===== src/design/i2cmr_consts.svh =====
// Constants for the two-wire master receive port: counts, widths, resets.
// Assumes inclusion by bare name from design files; definitions only.
`ifndef I2CMR_CONSTS_SVH
`define I2CMR_CONSTS_SVH

`define I2CMR_BAUD_W      8
`define I2CMR_BYTE_W      8
`define I2CMR_CNT_W       4
`define I2CMR_STEP_W      2
`define I2CMR_LAST_BIT    4'h7
`define I2CMR_ACK_BIT     4'h8
`define I2CMR_STEP_0      2'h0
`define I2CMR_STEP_1      2'h1
`define I2CMR_STEP_2      2'h2
`define I2CMR_BYTE_RST    8'h00
`define I2CMR_CNT_RST     4'h0
`define I2CMR_BAUD_RST    8'h00

`endif


===== src/design/i2cmr_pkg.sv =====
// Types shared by the two-wire master receive port and its helpers.
// Assumes i2cmr_consts.svh is on the include path.
`include "i2cmr_consts.svh"

package i2cmr_pkg;

  typedef enum logic [5:0] {
    ST_IDLE  = 6'h01,
    ST_START = 6'h02,
    ST_ADDR  = 6'h04,
    ST_RECV  = 6'h08,
    ST_ACK   = 6'h10,
    ST_STOP  = 6'h20
  } i2cmr_state_t;

  // Software command strobes, one cycle each
  typedef struct packed {
    logic start_request_bit;
    logic stop_req;
    logic receive_enable_bit;
    logic ack_sequence_enable;
    logic ack_value_bit;
  } i2cmr_cmd_t;

  // Status seen by software
  typedef struct packed {
    logic port_event_flag;
    logic receive_overflow_flag;
    logic write_collision_flag;
    logic ack_received_status;
    logic receive_enable_bit;
    logic busy;
  } i2cmr_stat_t;

endpackage


===== src/design/i2cmr_baud.sv =====
// Baud rate generator: a reload down-counter giving one-cycle ticks.
// Assumes run is held low while the port idles, which restarts the count.
`timescale 1ns/1ps
`include "i2cmr_consts.svh"

module i2cmr_baud (
  input  wire logic                      clk_sys,
  input  wire logic                      sys_rst,
  input  wire logic                      clk_en,
  input  wire logic                      run,
  input  wire logic [`I2CMR_BAUD_W-1:0]  reload,
  output logic                           tick
);

  logic [`I2CMR_BAUD_W-1:0] cnt_ff;
  logic [`I2CMR_BAUD_W-1:0] nxt_cnt;
  logic                     tick_ff;
  logic                     nxt_tick;

  always_comb begin
    nxt_cnt  = cnt_ff;
    nxt_tick = 1'b0;
    if (!run) begin
      nxt_cnt = reload;
    end else if (cnt_ff == `I2CMR_BAUD_RST) begin
      nxt_cnt  = reload;
      nxt_tick = 1'b1;
    end else begin
      nxt_cnt = cnt_ff - `I2CMR_BAUD_W'(1);
    end
  end

  always_ff @(posedge clk_sys) begin
    if (sys_rst) begin
      cnt_ff  <= `I2CMR_BAUD_RST;
      tick_ff <= 1'b0;
    end else if (clk_en) begin
      cnt_ff  <= nxt_cnt;
      tick_ff <= nxt_tick;
    end
  end

  assign tick = tick_ff;

endmodule


===== src/design/i2cmr_buf2.sv =====
// Two-entry buffer with valid/ready on both sides; head is a register.
// Assumes the filler honours in_ready; out side may stall indefinitely.
`timescale 1ns/1ps
`include "i2cmr_consts.svh"

module i2cmr_buf2 (
  input  wire logic                      clk_sys,
  input  wire logic                      sys_rst,
  input  wire logic                      clk_en,
  input  wire logic                      in_valid,
  output logic                           in_ready,
  input  wire logic [`I2CMR_BYTE_W-1:0]  in_data,
  output logic                           out_valid,
  input  wire logic                      out_ready,
  output logic [`I2CMR_BYTE_W-1:0]       out_data
);

  logic [`I2CMR_BYTE_W-1:0] head_ff, tail_ff, nxt_head, nxt_tail;
  logic                     hv_ff, tv_ff, nxt_hv, nxt_tv;
  logic                     pop, push;

  always_comb begin
    pop      = hv_ff && out_ready;
    push     = in_valid && !tv_ff;
    nxt_head = head_ff;
    nxt_tail = tail_ff;
    nxt_hv   = hv_ff;
    nxt_tv   = tv_ff;
    if (pop) begin
      nxt_head = tail_ff;
      nxt_hv   = tv_ff;
      nxt_tv   = 1'b0;
    end
    if (push) begin
      if (!nxt_hv) begin
        nxt_head = in_data;
        nxt_hv   = 1'b1;
      end else begin
        nxt_tail = in_data;
        nxt_tv   = 1'b1;
      end
    end
  end

  always_ff @(posedge clk_sys) begin
    if (sys_rst) begin
      head_ff <= `I2CMR_BYTE_RST;
      tail_ff <= `I2CMR_BYTE_RST;
      hv_ff   <= 1'b0;
      tv_ff   <= 1'b0;
    end else if (clk_en) begin
      head_ff <= nxt_head;
      tail_ff <= nxt_tail;
      hv_ff   <= nxt_hv;
      tv_ff   <= nxt_tv;
    end
  end

  // Ready drops only when both entries hold data
  assign in_ready  = !tv_ff;
  assign out_valid = hv_ff;
  assign out_data  = head_ff;

endmodule


===== src/design/i2cmr_top.sv =====
// Two-wire bus master: start, stop, repeated start, address out, byte in,
// acknowledge out, with buffer and flag handling toward software.
// Assumes external pull-ups; pins come in unsynchronised, one clock domain.
//
// How it works
// - Start: SDA falls while SCL stays high.
// - Stop: SDA rises while SCL stays high.
// - Address and data bytes travel most significant bit first.
// - Direction bit after seven address bits: one reads, zero writes.
// - Acknowledge is SDA held low during the acknowledge clock.
// - SDA changes only while SCL low; changes with SCL high frame.
// - Both lines open drain; driven means zero, released means one.
// - Receiving master ends with stop instead of last acknowledge.
// - Master may repeat start instead of stop or final acknowledge.
// - Receive enable is ignored unless the port is idle.
// - Baud rollovers step SCL or SDA, waiting while SCL is held low; SDA shifted in on clock pulses.
// - Eighth falling edge: clear enable, load buffer, flag, hold SCL low.
// - Buffer full sets on load, clears when software reads the last buffered byte.
// - Overflow sets when a byte completes while buffer still full.
// - Buffer write while shifting sets collision, buffer unchanged.
// - Start request makes start condition; event flag on completion.
// - Writing the address byte starts shifting it out at once.
// - Slave acknowledge sampled to status; event at end of ninth clock.
// - Acknowledge sequence drives the acknowledge value for one clock.
// - Event flag set once the master acknowledge is clocked out.
`timescale 1ns/1ps
`include "i2cmr_consts.svh"

module i2cmr_top (
  input  wire logic                      clk_sys,
  input  wire logic                      sys_rst,
  input  wire logic                      clk_en,
  input  wire logic                      scl_in,
  output logic                           scl_out,
  output logic                           scl_oe,
  input  wire logic                      sda_in,
  output logic                           sda_out,
  output logic                           sda_oe,
  input  wire logic [`I2CMR_BAUD_W-1:0]  baud_reload,
  input  wire i2cmr_pkg::i2cmr_cmd_t     cmd,
  input  wire logic                      buf_wr,
  input  wire logic [`I2CMR_BYTE_W-1:0]  buf_wdata,
  input  wire logic                      buf_rd,
  input  wire logic                      event_clr,
  input  wire logic                      overflow_clr,
  input  wire logic                      collision_clr,
  output i2cmr_pkg::i2cmr_stat_t         stat,
  output logic                           buffer_full_flag,
  output logic [`I2CMR_BYTE_W-1:0]       port_data_buffer
);

  i2cmr_pkg::i2cmr_state_t           state_ff, nxt_state;
  i2cmr_pkg::i2cmr_stat_t            stat_ff, nxt_stat;
  logic [`I2CMR_STEP_W-1:0]          step_ff, nxt_step;
  logic [`I2CMR_CNT_W-1:0]           bit_cnt_ff, nxt_bit_cnt;
  logic [`I2CMR_BYTE_W-1:0]          receive_shift_register_ff, nxt_receive_shift_register;
  logic [`I2CMR_BYTE_W-1:0]          rx_byte_ff, nxt_rx_byte;
  logic                              push_ff, nxt_push;
  logic                              scl_drv_ff, nxt_scl_drv;
  logic                              sda_drv_ff, nxt_sda_drv;
  logic                              scl_meta_ff, scl_s_ff;
  logic                              sda_meta_ff, sda_s_ff;
  logic                              tick;
  logic                              rx_ready;
  logic                              rx_valid;

  // Pins are asynchronous to clk_sys
  always_ff @(posedge clk_sys) begin
    if (sys_rst) begin
      scl_meta_ff <= 1'b1;
      scl_s_ff    <= 1'b1;
      sda_meta_ff <= 1'b1;
      sda_s_ff    <= 1'b1;
    end else if (clk_en) begin
      scl_meta_ff <= scl_in;
      scl_s_ff    <= scl_meta_ff;
      sda_meta_ff <= sda_in;
      sda_s_ff    <= sda_meta_ff;
    end
  end

  // Generator only runs outside idle, so SCL stays parked there
  i2cmr_baud u_baud (
    .clk_sys (clk_sys),
    .sys_rst (sys_rst),
    .clk_en  (clk_en),
    .run     (state_ff != i2cmr_pkg::ST_IDLE),
    .reload  (baud_reload),
    .tick    (tick)
  );

  i2cmr_buf2 u_buf (
    .clk_sys   (clk_sys),
    .sys_rst   (sys_rst),
    .clk_en    (clk_en),
    .in_valid  (push_ff),
    .in_ready  (rx_ready),
    .in_data   (rx_byte_ff),
    .out_valid (rx_valid),
    .out_ready (buf_rd),
    .out_data  (port_data_buffer)
  );

  always_comb begin
    nxt_state                  = state_ff;
    nxt_step                   = step_ff;
    nxt_bit_cnt                = bit_cnt_ff;
    nxt_receive_shift_register = receive_shift_register_ff;
    nxt_rx_byte                = rx_byte_ff;
    nxt_push                   = 1'b0;
    nxt_scl_drv                = scl_drv_ff;
    nxt_sda_drv                = sda_drv_ff;
    nxt_stat                   = stat_ff;
    // Clears first so a same-cycle set below wins
    if (event_clr) begin
      nxt_stat.port_event_flag = 1'b0;
    end
    if (overflow_clr) begin
      nxt_stat.receive_overflow_flag = 1'b0;
    end
    if (collision_clr) begin
      nxt_stat.write_collision_flag = 1'b0;
    end
    if (buf_wr && state_ff != i2cmr_pkg::ST_IDLE) begin
      nxt_stat.write_collision_flag = 1'b1;
    end
    case (state_ff)
      i2cmr_pkg::ST_IDLE: begin
        if (cmd.start_request_bit) begin
          nxt_state = i2cmr_pkg::ST_START;
          nxt_step  = `I2CMR_STEP_0;
        end else if (cmd.stop_req) begin
          nxt_state = i2cmr_pkg::ST_STOP;
          nxt_step  = `I2CMR_STEP_0;
        end else if (buf_wr) begin
          // Byte carries its direction bit in bit 0
          nxt_receive_shift_register = buf_wdata;
          nxt_bit_cnt                = `I2CMR_CNT_RST;
          nxt_step                   = `I2CMR_STEP_0;
          nxt_state                  = i2cmr_pkg::ST_ADDR;
        end else if (cmd.receive_enable_bit && rx_ready) begin
          // Refused while buffer cannot take another byte
          nxt_stat.receive_enable_bit = 1'b1;
          nxt_bit_cnt                 = `I2CMR_CNT_RST;
          nxt_step                    = `I2CMR_STEP_0;
          nxt_state                   = i2cmr_pkg::ST_RECV;
        end else if (cmd.ack_sequence_enable) begin
          nxt_receive_shift_register = {cmd.ack_value_bit, 7'h7F};
          nxt_bit_cnt                = `I2CMR_ACK_BIT;
          nxt_step                   = `I2CMR_STEP_0;
          nxt_state                  = i2cmr_pkg::ST_ACK;
        end
      end
      i2cmr_pkg::ST_START: begin
        case (step_ff)
          `I2CMR_STEP_0: begin
            nxt_sda_drv = 1'b0;
            if (tick) begin
              nxt_scl_drv = 1'b0;
              nxt_step    = `I2CMR_STEP_1;
            end
          end
          `I2CMR_STEP_1: begin
            // Wait for SCL really high before framing
            if (tick && scl_s_ff) begin
              nxt_sda_drv = 1'b1;
              nxt_step    = `I2CMR_STEP_2;
            end
          end
          default: begin
            if (tick) begin
              nxt_scl_drv              = 1'b1;
              nxt_stat.port_event_flag = 1'b1;
              nxt_state                = i2cmr_pkg::ST_IDLE;
            end
          end
        endcase
      end
      i2cmr_pkg::ST_STOP: begin
        case (step_ff)
          `I2CMR_STEP_0: begin
            nxt_sda_drv = 1'b1;
            if (tick) begin
              nxt_scl_drv = 1'b0;
              nxt_step    = `I2CMR_STEP_1;
            end
          end
          `I2CMR_STEP_1: begin
            if (tick && scl_s_ff) begin
              nxt_step = `I2CMR_STEP_2;
            end
          end
          default: begin
            if (tick) begin
              nxt_sda_drv              = 1'b0;
              nxt_stat.port_event_flag = 1'b1;
              nxt_stat.busy            = 1'b0;
              nxt_state                = i2cmr_pkg::ST_IDLE;
            end
          end
        endcase
      end
      i2cmr_pkg::ST_ADDR, i2cmr_pkg::ST_ACK: begin
        if (step_ff == `I2CMR_STEP_0) begin
          // Data only moves while SCL is low
          nxt_sda_drv = !receive_shift_register_ff[7];
          if (tick) begin
            nxt_scl_drv = 1'b0;
            nxt_step    = `I2CMR_STEP_1;
          end
        end else if (tick && scl_s_ff) begin
          nxt_scl_drv = 1'b1;
          nxt_step    = `I2CMR_STEP_0;
          if (bit_cnt_ff == `I2CMR_ACK_BIT) begin
            if (state_ff == i2cmr_pkg::ST_ADDR) begin
              nxt_stat.ack_received_status = sda_s_ff;
            end
            nxt_stat.port_event_flag = 1'b1;
            nxt_state                = i2cmr_pkg::ST_IDLE;
          end else begin
            // Shift in ones so SDA is released for the ninth clock
            nxt_receive_shift_register = {receive_shift_register_ff[6:0], 1'b1};
            nxt_bit_cnt                = bit_cnt_ff + `I2CMR_CNT_W'(1);
          end
        end
      end
      i2cmr_pkg::ST_RECV: begin
        nxt_sda_drv = 1'b0;
        if (step_ff == `I2CMR_STEP_0) begin
          if (tick) begin
            nxt_scl_drv = 1'b0;
            nxt_step    = `I2CMR_STEP_1;
          end
        end else if (tick && scl_s_ff) begin
          nxt_receive_shift_register = {receive_shift_register_ff[6:0], sda_s_ff};
          nxt_scl_drv                = 1'b1;
          nxt_step                   = `I2CMR_STEP_0;
          if (bit_cnt_ff == `I2CMR_LAST_BIT) begin
            nxt_rx_byte                 = {receive_shift_register_ff[6:0], sda_s_ff};
            nxt_push                    = 1'b1;
            nxt_stat.receive_enable_bit = 1'b0;
            nxt_stat.port_event_flag    = 1'b1;
            nxt_state                   = i2cmr_pkg::ST_IDLE;
            if (rx_valid && !buf_rd) begin
              nxt_stat.receive_overflow_flag = 1'b1;
            end
          end else begin
            nxt_bit_cnt = bit_cnt_ff + `I2CMR_CNT_W'(1);
          end
        end
      end
      default: begin
        nxt_state   = i2cmr_pkg::ST_IDLE;
        nxt_scl_drv = 1'b0;
        nxt_sda_drv = 1'b0;
      end
    endcase
    if (nxt_state == i2cmr_pkg::ST_START) begin
      nxt_stat.busy = 1'b1;
    end
  end

  always_ff @(posedge clk_sys) begin
    if (sys_rst) begin
      state_ff                  <= i2cmr_pkg::ST_IDLE;
      step_ff                   <= `I2CMR_STEP_0;
      bit_cnt_ff                <= `I2CMR_CNT_RST;
      receive_shift_register_ff <= `I2CMR_BYTE_RST;
      rx_byte_ff                <= `I2CMR_BYTE_RST;
      push_ff                   <= 1'b0;
      scl_drv_ff                <= 1'b0;
      sda_drv_ff                <= 1'b0;
      stat_ff                   <= '0;
    end else if (clk_en) begin
      state_ff                  <= nxt_state;
      step_ff                   <= nxt_step;
      bit_cnt_ff                <= nxt_bit_cnt;
      receive_shift_register_ff <= nxt_receive_shift_register;
      rx_byte_ff                <= nxt_rx_byte;
      push_ff                   <= nxt_push;
      scl_drv_ff                <= nxt_scl_drv;
      sda_drv_ff                <= nxt_sda_drv;
      stat_ff                   <= nxt_stat;
    end
  end

  // Open drain: only ever drive zero
  assign scl_out          = 1'b0;
  assign sda_out          = 1'b0;
  assign scl_oe           = scl_drv_ff;
  assign sda_oe           = sda_drv_ff;
  assign stat             = stat_ff;
  assign buffer_full_flag = rx_valid;

endmodule


===== config.mk =====
export PLATFORM = sky130hd
export DESIGN_NAME = i2cmr_top
export DESIGN_NICKNAME = d
export VERILOG_FILES = /design/src/design/i2cmr_pkg.sv /design/src/design/i2cmr_baud.sv /design/src/design/i2cmr_buf2.sv /design/src/design/i2cmr_top.sv
export VERILOG_INCLUDE_DIRS = /design/src /design/src/design
export SDC_FILE = /design/constraint.sdc
export NUM_CORES = 1
export LEC_CHECK = 0
export ABC_AREA = 1
export BUFFER_PORTS_ARGS = -buffer_cell sky130_fd_sc_hd__buf_2
export CORE_AREA = 4 4 101 74
export CTS_BUF_LIST = sky130_fd_sc_hd__clkbuf_4 sky130_fd_sc_hd__clkbuf_8
export DETAILED_ROUTE_END_ITERATION = 10
export DIE_AREA = 0 0 105 78
export MAX_ROUTING_LAYER = met4
export PLACE_DENSITY = 0.79
export SLEW_MARGIN = 20
export SYNTH_ARGS = -nofsm -noshare
export SYNTH_HDL_FRONTEND = slang
export SYNTH_SLANG_ARGS = --single-unit

===== constraint.sdc =====
create_clock -name clk_sys -period 4.39 [get_ports clk_sys]
set_clock_uncertainty 0.2 [all_clocks]
set_input_delay 1.317 -clock clk_sys [delete_from_list [all_inputs] [get_ports clk_sys]]
set_output_delay 1.317 -clock clk_sys [all_outputs]
set_load 0.01 [all_outputs]

== Word-level counts from Yosys, hierarchy flattened ==
Index checks and enable logic that the tools add are counted.
Operators by class
  add/subtract/negate cells: 2
  equal/unequal tests: 38
  multiplexer cells: 102
  bitwise logic cells: 2
  reduce and logical (&&, ||, !) cells: 32
Operators with widths (number)
  8-bit 2-to-1 mux: 15
  6-bit 2-to-1 mux: 13
  4-bit 2-to-1 mux: 11
  1-bit 2-to-1 mux: 39
  2-bit != test (second input constant): 15
  2-bit 2-to-1 mux: 12
  6-bit one-hot mux with 4 select lines: 1
  8-bit one-hot mux with 3 select lines: 1
  11-bit AND reduction: 2
  6-bit AND reduction: 3
  6-bit by 2-bit == test with 1-bit output (second input constant): 2
  3-bit != test (second input constant): 4
  4-bit one-hot mux with 3 select lines: 1
  3-bit by 2-bit != test with 1-bit output (second input constant): 3
  9-bit AND reduction: 1
  8-bit zero test: 1
  1-bit one-hot mux with 2 select lines: 4
  1-bit one-hot mux with 4 select lines: 2
  2-bit nonzero test: 4
  8-bit by 1-bit subtractor with 8-bit output (second input constant): 1
  7-bit AND reduction: 1
  6-bit by 1-bit == test with 1-bit output (second input constant): 1
  6-bit by 3-bit == test with 1-bit output (second input constant): 1
  6-bit by 4-bit == test with 1-bit output (second input constant): 1
  other kinds (25): 37
Word-level totals
  bits in registers: 68
  bits of input ports: 31
  output and inout port bits: 19
  word-level logic and storage cells: 200

== Logic depth before layout (Yosys ltp) ==
Gate-level depths: netlist (run 1).
  depth after elaboration: 10
  gate-level depth with buffers: 12
  depth with buffers taken out: 12

== Modules after synthesis ==
From an unflattened synthesis (run 1), not the netlist that was laid out.
Second synthesis, totals
  cell total of the unflattened synthesis: 585
  area total of the unflattened synthesis: 3892.5 sq um
By module, submodules not included
  i2cmr_top: instances 1, cells each 363, area an instance 2333.5 sq um, sequential area each 820.8 sq um
  i2cmr_buf2: instances 1, cells each 127, area an instance 944.7 sq um, sequential area each 360.3 sq um
  i2cmr_baud: instances 1, cells each 95, area an instance 614.3 sq um, sequential area each 180.2 sq um

== Least setup slack after synthesis (run 1) ==
OpenSTA, ideal clock, no wires.
  path kind: input -> register
  start point: input port clk_en
  end point: register u_buf.tail_ff[0]
  library setup time: 116 ps
  arrival time: 2252 ps
  required time: 4074 ps
  slack: 1823 ps
  stages: 6
  buffers on the path: 1
  cell sequence: buf_2 -> inv_2 -> nor3_2 -> inv_1 -> nor2_1 -> nor2_1
On the way
  cells in the longest elaborated chain, start to end: 1
Ends and longest elaborated chain
  start, declared: RTL line i2cmr_top.sv:32  | input wire logic clk_en,
  3-bit AND reduction (no source line)
  end signal, assigned: RTL line i2cmr_buf2.sv:48  | tail_ff <= `I2CMR_BYTE_RST;
  end signal, assigned: RTL line i2cmr_buf2.sv:53  | tail_ff <= nxt_tail;
  end, declared: RTL line i2cmr_buf2.sv:18  | logic [`I2CMR_BYTE_W-1:0] head_ff, tail_ff, nxt_head, nxt_tail;
Every way passes these cells.
A chain may end at the register's enable or synchronous reset.

== Final worst setup path (run 1) ==
  start point: input port clk_en
  end point: register u_buf.tail_ff[3]
Same word-level chain as after synthesis.

==> reports/summary.txt, run 1 <==
Ys Warns - 0
Max Clk Rate - 334 MHz
Crit path largest cell delay - 0.54 ns
RSZ-0062 raised after global routing - false
Worst slack, placed - 1.07 ns
Routed wire length - 9.30 mm
Post-synthesis cell count - 563
ANT nets after route - 0
Pleak - 1.91 nW
Initial antenna violation count - 0
Die Y - 78 µm
CTS buffer count - 9
Max-Cap Viols - 0
H-tree Lvls - 3
# diodes - 0
Final net count - 640
Slew HR - 55.7%
Type of element launching the critical path - primary input
Die Area - 8190 µm²
Initial core utilization - 56.1%
Crit Path Max Fanout - 28
Setup TNS Final - 0 ns
Critical Path, Cell by Cell - buf_2 > inv_2 > nor3_2 > inv_1 > nor2_1 > nor2_1
Setup slack, reg-to-reg - 2.27 ns
Die Width - 105 µm
Clock period minus worst slack - 2.99 ns
GPL Wtd Cong - 0.944
R2R depth - 10
Synth top area share - 36.9%
Hold wc startpoint - stat[3]$_SDFFE_PP0P_
Routed vias - 3,784
IO buf count - 47
Ratio of cells with drive above 1 in the final layout - 15.4%
First DRT Iteration DRCs - 265
Status - finished, final reports clean
Synth Register Bits - 68
Worst-Margin Slew - 0.663 ns
Placed instance area - 3950 µm²
GRT overflow - 0
Synth cell count leaders - nand2_1 (123), nor2_1 (103), dfxtp_1 (68)
Tcrit/Tclk final - 68.1%
Global-route wire length before repair - 15.4 mm
Worst hold margin - 0.264 ns
Total global routing track utilization - 23.8%
Hold path cells - 2
Worst Hold End - stat[3]$_SDFFE_PP0P_
CTS tree - built
Per-cell routed wire length - 13.5 µm
Routed vias/inst - 5.48
Final WS setup - 1.40 ns
Final Setup Violations - 0
Slew Viols, Final - 0
Most frequent cell after synthesis - nand2_1
Hold Vio Cnt, Final - 0
Sink Count - 68
Floorplan row count - 25
DRC errors left - 0
IO Pins - 50
CP max-delay cell - nor3_2
Synthesized area - 3690 µm²
Area leader, netlist - dfxtp_1
Kind of critical path - in2reg
Clk Latency, worst-skew pair - 0.35 ns
Sequential fraction of the synthesis area - 36.9%
Top cells by area, synth - dfxtp_1 (37%), nand2_1 (13%), nor2_1 (10%)
Hold_buf cts - 0
Largest net degree at the start of global routing - 42
Core area - 6570 µm²
Required time worst endpoint - 4.43 ns
Final Core Density - 62.7%
Post-CTS setup buffers - 0
HPWL Detailed - 6.77 mm
Yosys cell types - 39
Post-synth EDFFs - 0
CP Capture Type - register
Drt first pass iters - 5
Hold WC Path Type - reg2reg
Reg-to-reg startpoint - state_ff[3]$_SDFFE_PP0P_
Peak VDD IR - 0.226 mV
Final Cell Area - 4120 µm²
Top_reg_cell synth - dfxtp_1
Clk slew on worst S/H paths - 0.07 ns
Terminus of the critical flop-to-flop path - step_ff[1]$_SDFFE_PP0P_
Number of global-route vias before repair - 3,324
Synth-to-layout area growth - 11.8%
Top cell by count, worst path - nor2_1
Post-CTS Resized - 0
Root buffer cell - clkbuf_8
Mean Syn Cell Area - 6.55 µm²
Max Buffers Root-to-Sink - 2
Ys async rst share - 0%
Fillcell total - 636
Worst Path Arrival - 3.04 ns
Pwr dens - 353 nW/µm²
[registers in the layout, summed over array words and instances (netlist names)]
name / cells
receive_shift_register_ff: 8
rx_byte_ff: 8
u_baud.cnt_ff: 8
u_buf.out_data: 8
u_buf.tail_ff: 8
stat: 6
state_ff: 6
bit_cnt_ff: 4
step_ff: 2
push_ff: 1
scl_meta_ff: 1
scl_oe: 1
scl_s_ff: 1
sda_meta_ff: 1
sda_oe: 1
sda_s_ff: 1
u_baud.tick: 1
u_buf.out_valid: 1
u_buf.tv_ff: 1
[logic make-up (layout without fill, tap and decap cells)]
logic type | count (synthesis) | after routing | synth area share [%]
DFF | 68 | 68 | 36.9
AOI/OAI and AO/OA | 122 | 122 | 17.9
xor gates and xnor gates | 6 | 6 | 1.43
adders and majority gates | 4 | 4 | 1.36
buffers and inverters | 77 | 123 | 8.45
other | 1 | 2 | 0.102
and+or+nand+nor | 285 | 285 | 33.8
[layout by cell type (no fill, tap or decap), drive strengths merged, types with 5 or more instances in the layout]
master and count:
clkbuf 10, inv 57, nor2 109, nand2 127
dfxtp 68, nand3 37, nand4 5, a21oi 47
a31oi 8, o21ai 53, o22ai 5, nor3 5
buf 49
[through the flow]
stage | power (mW) | std cells
floorplan | 0.929 | 564
global placement | 0.991 | 675
detailed placement | 1.00 | 675
CTS | 1.46 | 691
global route | 1.54 | 691
finish | 1.46 | 691
[worst max path at each step]
stage	depth (start not counted)	slack, ns	to	startpoint
after detailed placement	6	1.07	u_buf.tail_ff[3]$_SDFFE_PP0P_	clk_en
after CTS	6	1.44	u_buf.tail_ff[3]$_SDFFE_PP0P_	clk_en
after global placement	6	1.17	u_buf.tail_ff[4]$_SDFFE_PP0P_	clk_en
final	6	1.40	u_buf.tail_ff[3]$_SDFFE_PP0P_	clk_en
after floorplan	6	1.82	u_buf.tail_ff[0]$_SDFFE_PP0P_	clk_en
after global routing	6	1.11	u_buf.tail_ff[4]$_SDFFE_PP0P_	clk_en
[layer usage]
layer	track usage, %	vias to the layer above	routed length [µm]
met5	-	-	0
li1	-	1914	-
met3	6.65	18	649
met2	36.0	144	4110
met4	6.82	0	120
met1	31.4	1708	4430
[worst max-delay path: cells and delay by family]
family / cells / cell delay (ns)
buffers and inverters: 3 / 0.95
and+or+nand+nor: 3 / 0.75
[layout make-up]
class	instances	area (µm²)	share of cell area, %
flip-flops and latches	68	1360	33.0
clock inverters	6	41.3	1.00
inverters	58	218	5.28
repair buffers	49	250	6.07
well taps	81	101	2.46
clock buffers	10	131	3.19
multi-input cells	419	2020	49.0
[report_power, final]
| part | internal, mW | switching, mW |
|---|---|---|
| logic | 0.106 | 0.194 |
| registers | 0.656 | 0.0371 |
| clock network | 0.210 | 0.252 |
| total | 0.972 | 0.484 |
(Power assumes the default switching activity.)
==> inputs of run 2 (changes only) <==
- CORE_AREA: 4 4 101 74 -> 4 4 104 77
- DIE_AREA: 0 0 105 78 -> 0 0 108 81
- PLACE_DENSITY: 0.79 -> 0.77
- clock period: 4.39 -> 2.5 ns (I/O delays scaled with it)
==> run 2 against run 1 <==
Via count down 1.0%. Sequential power grew 75%. Combinational power rose by 80%. Sequential cell count unchanged. Highest routed layer unchanged. Cell area rose by 2.8%. Utilization down 2.7 points. Count of clock-buffer cells in the layout is the same. Register-to-register slack worse by 1.8 ns. Routed wire length grew 1.1%.
==> reports/summary.txt, run 2 (synthesis gave the netlist of run 1 again) <==
Post-CTS Resized - 0 (unchanged)
Clock power share - 35.2% (+3.5 points)
IO buf count - 47 (unchanged)
Pleak - 1.97 nW (+3.0%)
Seq pwr share - 44.8% (-2.8 points)
ANT nets after route - 0 (unchanged)
Pwr dens - 640 nW/µm² (+81%)
Routed wire length - 9.40 mm (+1.1%)
Comb pwr share - 20.0% (-0.7 points)
R2R depth - 8 (-2)
Routed vias - 3,746 (-1.0%)
Max Buffers Root-to-Sink - 2 (unchanged)
Sw Pwr - 0.870 mW (+80%)
Switching share of power - 32.1% (-1.2 points)
Hold Vio Cnt, Final - 0 (unchanged)
Routed vias/inst - 5.25 (-4.2%)
Initial antenna violation count - 0 (unchanged)
HPWL Detailed - 6.84 mm (+1.2%)
Clk slew on worst S/H paths - 0.08 ns (about the same)
Critical Path, Cell by Cell - inv_1 > ha_1 > nand4_1 > nand2_1 > o21ai_0 > inv_1 > o21ai_0 > nor2_1
Worst Path Arrival - 2.12 ns (-0.92 ns)
Sink Count - 68 (unchanged)
CP max-delay cell - dfxtp_1
CTS buffer count - 9 (unchanged)
Hold WC Path Type - reg2reg
Required time worst endpoint - 2.55 ns (-1.88 ns)
Crit Path Max Fanout - 15 (-46%)
Placed instance area - 4030 µm² (+2.0%)
Crit path largest cell delay - 0.33 ns (-0.21 ns)
Kind of critical path - reg2reg
Die Area - 8750 µm² (+6.8%)
Clk Latency, worst-skew pair - 0.35 ns (about the same)
Worst slack, placed - 0.192 ns (-0.882 ns)
Final Cell Area - 4240 µm² (+2.8%)
Max-Cap Viols - 0 (unchanged)
Synth-to-layout area growth - 14.9%
Type of element launching the critical path - register
Final net count - 646 (+0.94%)
Die Y - 81 µm (+3.8%)
Hold_buf cts - 0 (unchanged)
Root buffer cell - clkbuf_8
H-tree Lvls - 3 (unchanged)
Die Width - 108 µm (+2.9%)
Setup slack, reg-to-reg - 0.43 ns (-1.84 ns)
Core area - 7060 µm² (+7.5%)
Hold wc startpoint - stat[3]$_SDFFE_PP0P_
RSZ-0062 raised after global routing - false
Final WS setup - 0.426 ns (-0.973 ns)
Slew HR - 66.3% (+11 points)
Number of global-route vias before repair - 3,444 (+3.6%)
Floorplan row count - 26 (+4.0%)
Initial core utilization - 52.2% (-3.9 points)
Ratio of cells with drive above 1 in the final layout - 16.1% (+0.66 points)
Clock period minus worst slack - 2.07 ns
Per-cell routed wire length - 13.2 µm (-2.2%)
Setup TNS Final - 0 ns (unchanged)
Worst-Margin Slew - 0.506 ns (-0.157 ns)
Slew Viols, Final - 0 (unchanged)
Most common cell after layout, fill and taps aside - nand2_1
First DRT Iteration DRCs - 247 (-6.8%)
Met1 WL - 4.45 mm (+0.52%)
Total global routing track utilization - 23.3% (-0.55 points)
Highest metal used - met4
Worst Hold End - stat[3]$_SDFFE_PP0P_
CTS tree - built
DRC errors left - 0 (unchanged)
Fillcell total - 678 (+6.6%)
WL met2 - 4.11 mm (about the same)
Max Clk Rate - 482 MHz
CP Capture Type - register
Buf+Inv Stages, Crit Path - 2 (-1)
Cell Int Power - 1.84 mW (+90%)
GRT overflow - 0 (unchanged)
Post-CTS setup buffers - 0 (unchanged)
Final Setup Violations - 0 (unchanged)
Hold path cells - 2 (unchanged)
Global-route wire length before repair - 15.8 mm (+2.4%)
Terminus of the critical flop-to-flop path - u_baud.cnt_ff[7]$_SDFFE_PP0P_
IO Pins - 50 (unchanged)
Met3 wire len - 715 µm (+10%)
CP top delay family - simple AND/OR/NAND/NOR gates
Tcrit/Tclk final - 83.0%
Status - finished, final reports clean
# diodes - 0 (unchanged)
GPL Wtd Cong - 0.940 (-0.39%)
Most frequent cells in the layout - nand2_1 (123), nor2_1 (103), dfxtp_1 (68), inv_1 (51), o21ai_0 (50)
Drt first pass iters - 5 (unchanged)
Peak VDD IR - 0.312 mV (+38%)
Reg-to-reg startpoint - u_baud.cnt_ff[0]$_SDFFE_PP0P_
Largest net degree at the start of global routing - 37 (-12%)
[run 2: cell types whose count changed in the layout (fill, tap and decap cells not counted), sizes merged]
cell      before  now
buf           49   55
bufinv         0    1
clkinvlp       3    1
inv           57   58
[run 2: worst max path at each step]
stage	start	to	cells past startpoint
after floorplan	clk_en	u_buf.tail_ff[0]$_SDFFE_PP0P_	6
after global placement	cmd[3]	receive_shift_register_ff[7]$_SDFFE_PP0P_	9
after detailed placement	buf_wr	bit_cnt_ff[1]$_SDFFE_PP0P_	10
after CTS	state_ff[4]$_SDFFE_PP0P_	step_ff[0]$_SDFFE_PP0P_	9
after global routing	u_baud.cnt_ff[0]$_SDFFE_PP0P_	u_baud.cnt_ff[7]$_SDFFE_PP0P_	8
final	u_baud.cnt_ff[0]$_SDFFE_PP0P_	u_baud.cnt_ff[7]$_SDFFE_PP0P_	8
[run 2: tightest hold or removal path, delay by kind of cell, from the launching register on]
family	cells	cell delay, ns
flip-flops	1	0.31
AND/OR/NAND/NOR	1	0.06
AO/OA/AOI/OAI	1	0.05
[run 2: cell type report]
class                   count  area, µm²  share of cell area (%)
flip-flops and latches     68       1360                    32.1
well taps                  98        123                    2.89
clock inverters             6       72.6                    1.71
repair buffers             55        308                    7.26
clock buffers              10        138                    3.25
multi-input cells         419       2020                    47.6
inverters                  58        218                    5.14
[run 2: layer usage]
layer	vias to the layer above	GRT usage, %
li1	1926	-
met5	-	-
met4	0	6.56
met3	16	6.43
met2	136	36.6
met1	1668	29.6
[run 2: stage by stage]
stage	cells	utilization, %	hold WS [ns]	power [mW]
after floorplan	564	-	0.229	1.63
after global placement	698	57.1	0.243	1.75
after detailed placement	698	57.1	0.246	1.77
after CTS	714	60.0	0.264	2.73
after global routing	714	60.0	0.285	2.86
final	714	60.0	0.260	2.71
[run 2: power groups by stage]
stage          Sequential [mW]  Clock (mW)  Combinational [mW]
5_1_grt                   1.22        1.02               0.620
4_1_cts                   1.21       0.976               0.539
3_5_place_dp              1.24           0               0.535
3_3_place_gp              1.24           0               0.517
6_report                  1.21       0.956               0.542
2_1_floorplan             1.23           0               0.402
==> inputs of run 3 (changes only) <==
- clock period: 2.5 -> 1.7 ns (I/O delays scaled with it)
==> run 3 against run 2 <==
The flow now finishes with violations (setup timing). Global-route usage is 3.5 points higher. Maximum frequency increased by 8.7%. Highest routed layer unchanged. Critical path type unchanged. Via count rose by 19%. Sequential power is 49% higher. Count of clock-buffer cells in the layout down 1. Utilization rose by 16 points. Cell area grew 26%.
==> reports/summary.txt, run 3 (synthesis gave the netlist of run 1 again) <==
Final net count - 729 (+13%)
Peak VDD IR - 0.547 mV (+75%)
Largest net degree at the start of global routing - 29 (-22%)
Routed wire length - 13.0 mm (+38%)
Register Area - 1390 µm² (+2.2%)
First DRT Iteration DRCs - 430 (+74%)
Fillcell total - 502 (-26%)
Drt first pass iters - 7 (+2)
Tcrit/Tclk final - 112% (+29 points)
Final Core Density - 75.7% (+16 points)
CP Capture Type - register
CP max-delay cell - dfxtp_4
Final Setup Violations - 32 (+32)
Floorplan row count - 26 (unchanged)
Initial antenna violation count - 0 (unchanged)
Multi-input gate area - 2400 µm² (+19%)
Setup crit start - state_ff[4]$_SDFFE_PP0P_
Final WS setup - -0.208 ns (-0.633 ns)
Placed instance area - 4560 µm² (+13%)
Core area - 7060 µm² (unchanged)
Most frequent cells in the layout - nand2_1 (108), nor2_1 (86), buf_4 (71), dfxtp_1 (56), buf_2 (47)
Non-Filler Instances - 796 (+11%)
Global-route wire length before repair - 17.9 mm (+14%)
RSZ-0062 raised after global routing - true
Per-cell routed wire length - 16.3 µm (+24%)
HPWL Detailed - 8.11 mm (+19%)
Pwr Total - 4.25 mW (+57%)
Hold WC Path Type - in2reg
Violated checks - setup timing
GPL Wtd Cong - 1.04 (+11%)
Worst slack, placed - -0.168 ns (-0.360 ns)
GRT overflow - 0 (unchanged)
Die Area - 8750 µm² (unchanged)
Final Cell Area - 5350 µm² (+26%)
Setup slack, reg-to-reg - -0.21 ns (-0.63 ns)
Ratio of cells with drive above 1 in the final layout - 36.8% (+21 points)
Clk slew on worst S/H paths - 0.08 ns (about the same)
Most common cell after layout, fill and taps aside - nand2_1
Dpl cells - 763 (+9.3%)
Critical Path, Cell by Cell - inv_2 > nor2_1 > nand3_4 > nand2_4 > o21ai_4 > buf_6 > inv_2 > nor2_1 > nand2_1 > nand2_1 > nand2_1 > nor2_1
Routed vias - 4,457 (+19%)
Slew Viols, Final - 0 (unchanged)
IO buf count - 47 (unchanged)
Root buffer cell - clkbuf_8
Hold Vio Cnt, Final - 0 (unchanged)
Pwr dens - 795 nW/µm² (+24%)
Sink Count - 68 (unchanged)
Type of element launching the critical path - register
Crit Path Max Fanout - 4 (-11)
Clk Latency, worst-skew pair - 0.36 ns (about the same)
Pleak - 2.44 nW (+24%)
H-tree Lvls - 3 (unchanged)
Routed vias/inst - 5.60 (+6.7%)
Die Width - 108 µm (unchanged)
Worst Path Arrival - 1.96 ns (-0.16 ns)
DRC errors left - 0 (unchanged)
Max Buffers Root-to-Sink - 2 (unchanged)
Reg-to-reg startpoint - state_ff[4]$_SDFFE_PP0P_
Max-Cap Viols - 0 (unchanged)
Initial core utilization - 52.2% (unchanged)
Required time worst endpoint - 1.75 ns (-0.80 ns)
Number of global-route vias before repair - 3,817 (+11%)
Kind of critical path - reg2reg
# diodes - 0 (unchanged)
ANT nets after route - 0 (unchanged)
R2R depth - 12 (+4)
Crit path largest cell delay - 0.40 ns (+0.07 ns)
Terminus of the critical flop-to-flop path - bit_cnt_ff[1]$_SDFFE_PP0P_
CTS buffer count - 9 (unchanged)
Synth-to-layout area growth - 45.0%
Max Clk Rate - 524 MHz (+8.7%)
Hold wc startpoint - scl_in
IO Pins - 50 (unchanged)
Total global routing track utilization - 26.8% (+3.5 points)
CP endpoint - bit_cnt_ff[1]$_SDFFE_PP0P_
Status - finished with violations
Die Y - 81 µm (unchanged)
Hold_buf cts - 0 (unchanged)
CTS tree - built
Clock period minus worst slack - 1.91 ns (-0.167 ns)
run 3: cell types whose count changed in the layout (fill, tap and decap cells not counted), sizes merged:
| cell | delta |
|---|---|
| clkinv | -1 |
| buf | +81 |
| bufinv | -1 |
| clkinvlp | +3 |
run 3: where the power goes:
part | internal, mW | switching (mW)
Combinational | 0.563 | 0.704
Clock | 0.519 | 0.670
Sequential | 1.69 | 0.101
Total | 2.78 | 1.48
run 3: timing repair:
action	CTS	global route
gates cloned	0	2
endpoints found under the setup margin	36	42
pin swaps	11	39
buffers inserted	3	13
resized for setup	42	101
run 3: final cells by class:
class,count,area share [%]
Inverter,58,4.17
Clock buffer,9,2.32
Tap cell,98,2.29
Sequential cell,68,26.0
Timing Repair Buffer,137,19.4
Timing Repair inverter,1,0.140
Multi-Input combinational cell,419,44.8
Clock inverter,6,0.772
run 3: worst min-delay path by stage:
stage                               end  slack (ns)  cells past startpoint
2_1_floorplan  sda_meta_ff$_SDFFE_PP1P_        0.23                      2
3_3_place_gp   sda_meta_ff$_SDFFE_PP1P_        0.24                      2
3_5_place_dp   scl_meta_ff$_SDFFE_PP1P_        0.25                      2
4_1_cts        sda_meta_ff$_SDFFE_PP1P_        0.19                      3
5_1_grt        scl_meta_ff$_SDFFE_PP1P_        0.21                      3
6_report       scl_meta_ff$_SDFFE_PP1P_        0.20                      3
run 3: per-layer routing:
metal	global-route usage (%)	vias up	part of all wire (%)
met5	-	-	0
met1	34.3	2041	41
met3	7.15	74	8.6
li1	-	2095	-
met4	8.83	0	4.9
met2	41.4	247	45
run 3: through the flow:
step           setup TNS, ns  hold WS (ns)
2_1_floorplan              0         0.229
3_3_place_gp           -2.11         0.242
3_5_place_dp           -3.64         0.249
4_1_cts               -0.364         0.185
5_1_grt                -6.18         0.205
6_report               -4.00         0.197
run 3: worst max-delay path, delay by kind of cell, from the launching register on:
kind	cells	cell delay, ns
compound gates	1	0.09
flops	1	0.40
buf+inv	3	0.20
simple gates	8	0.90
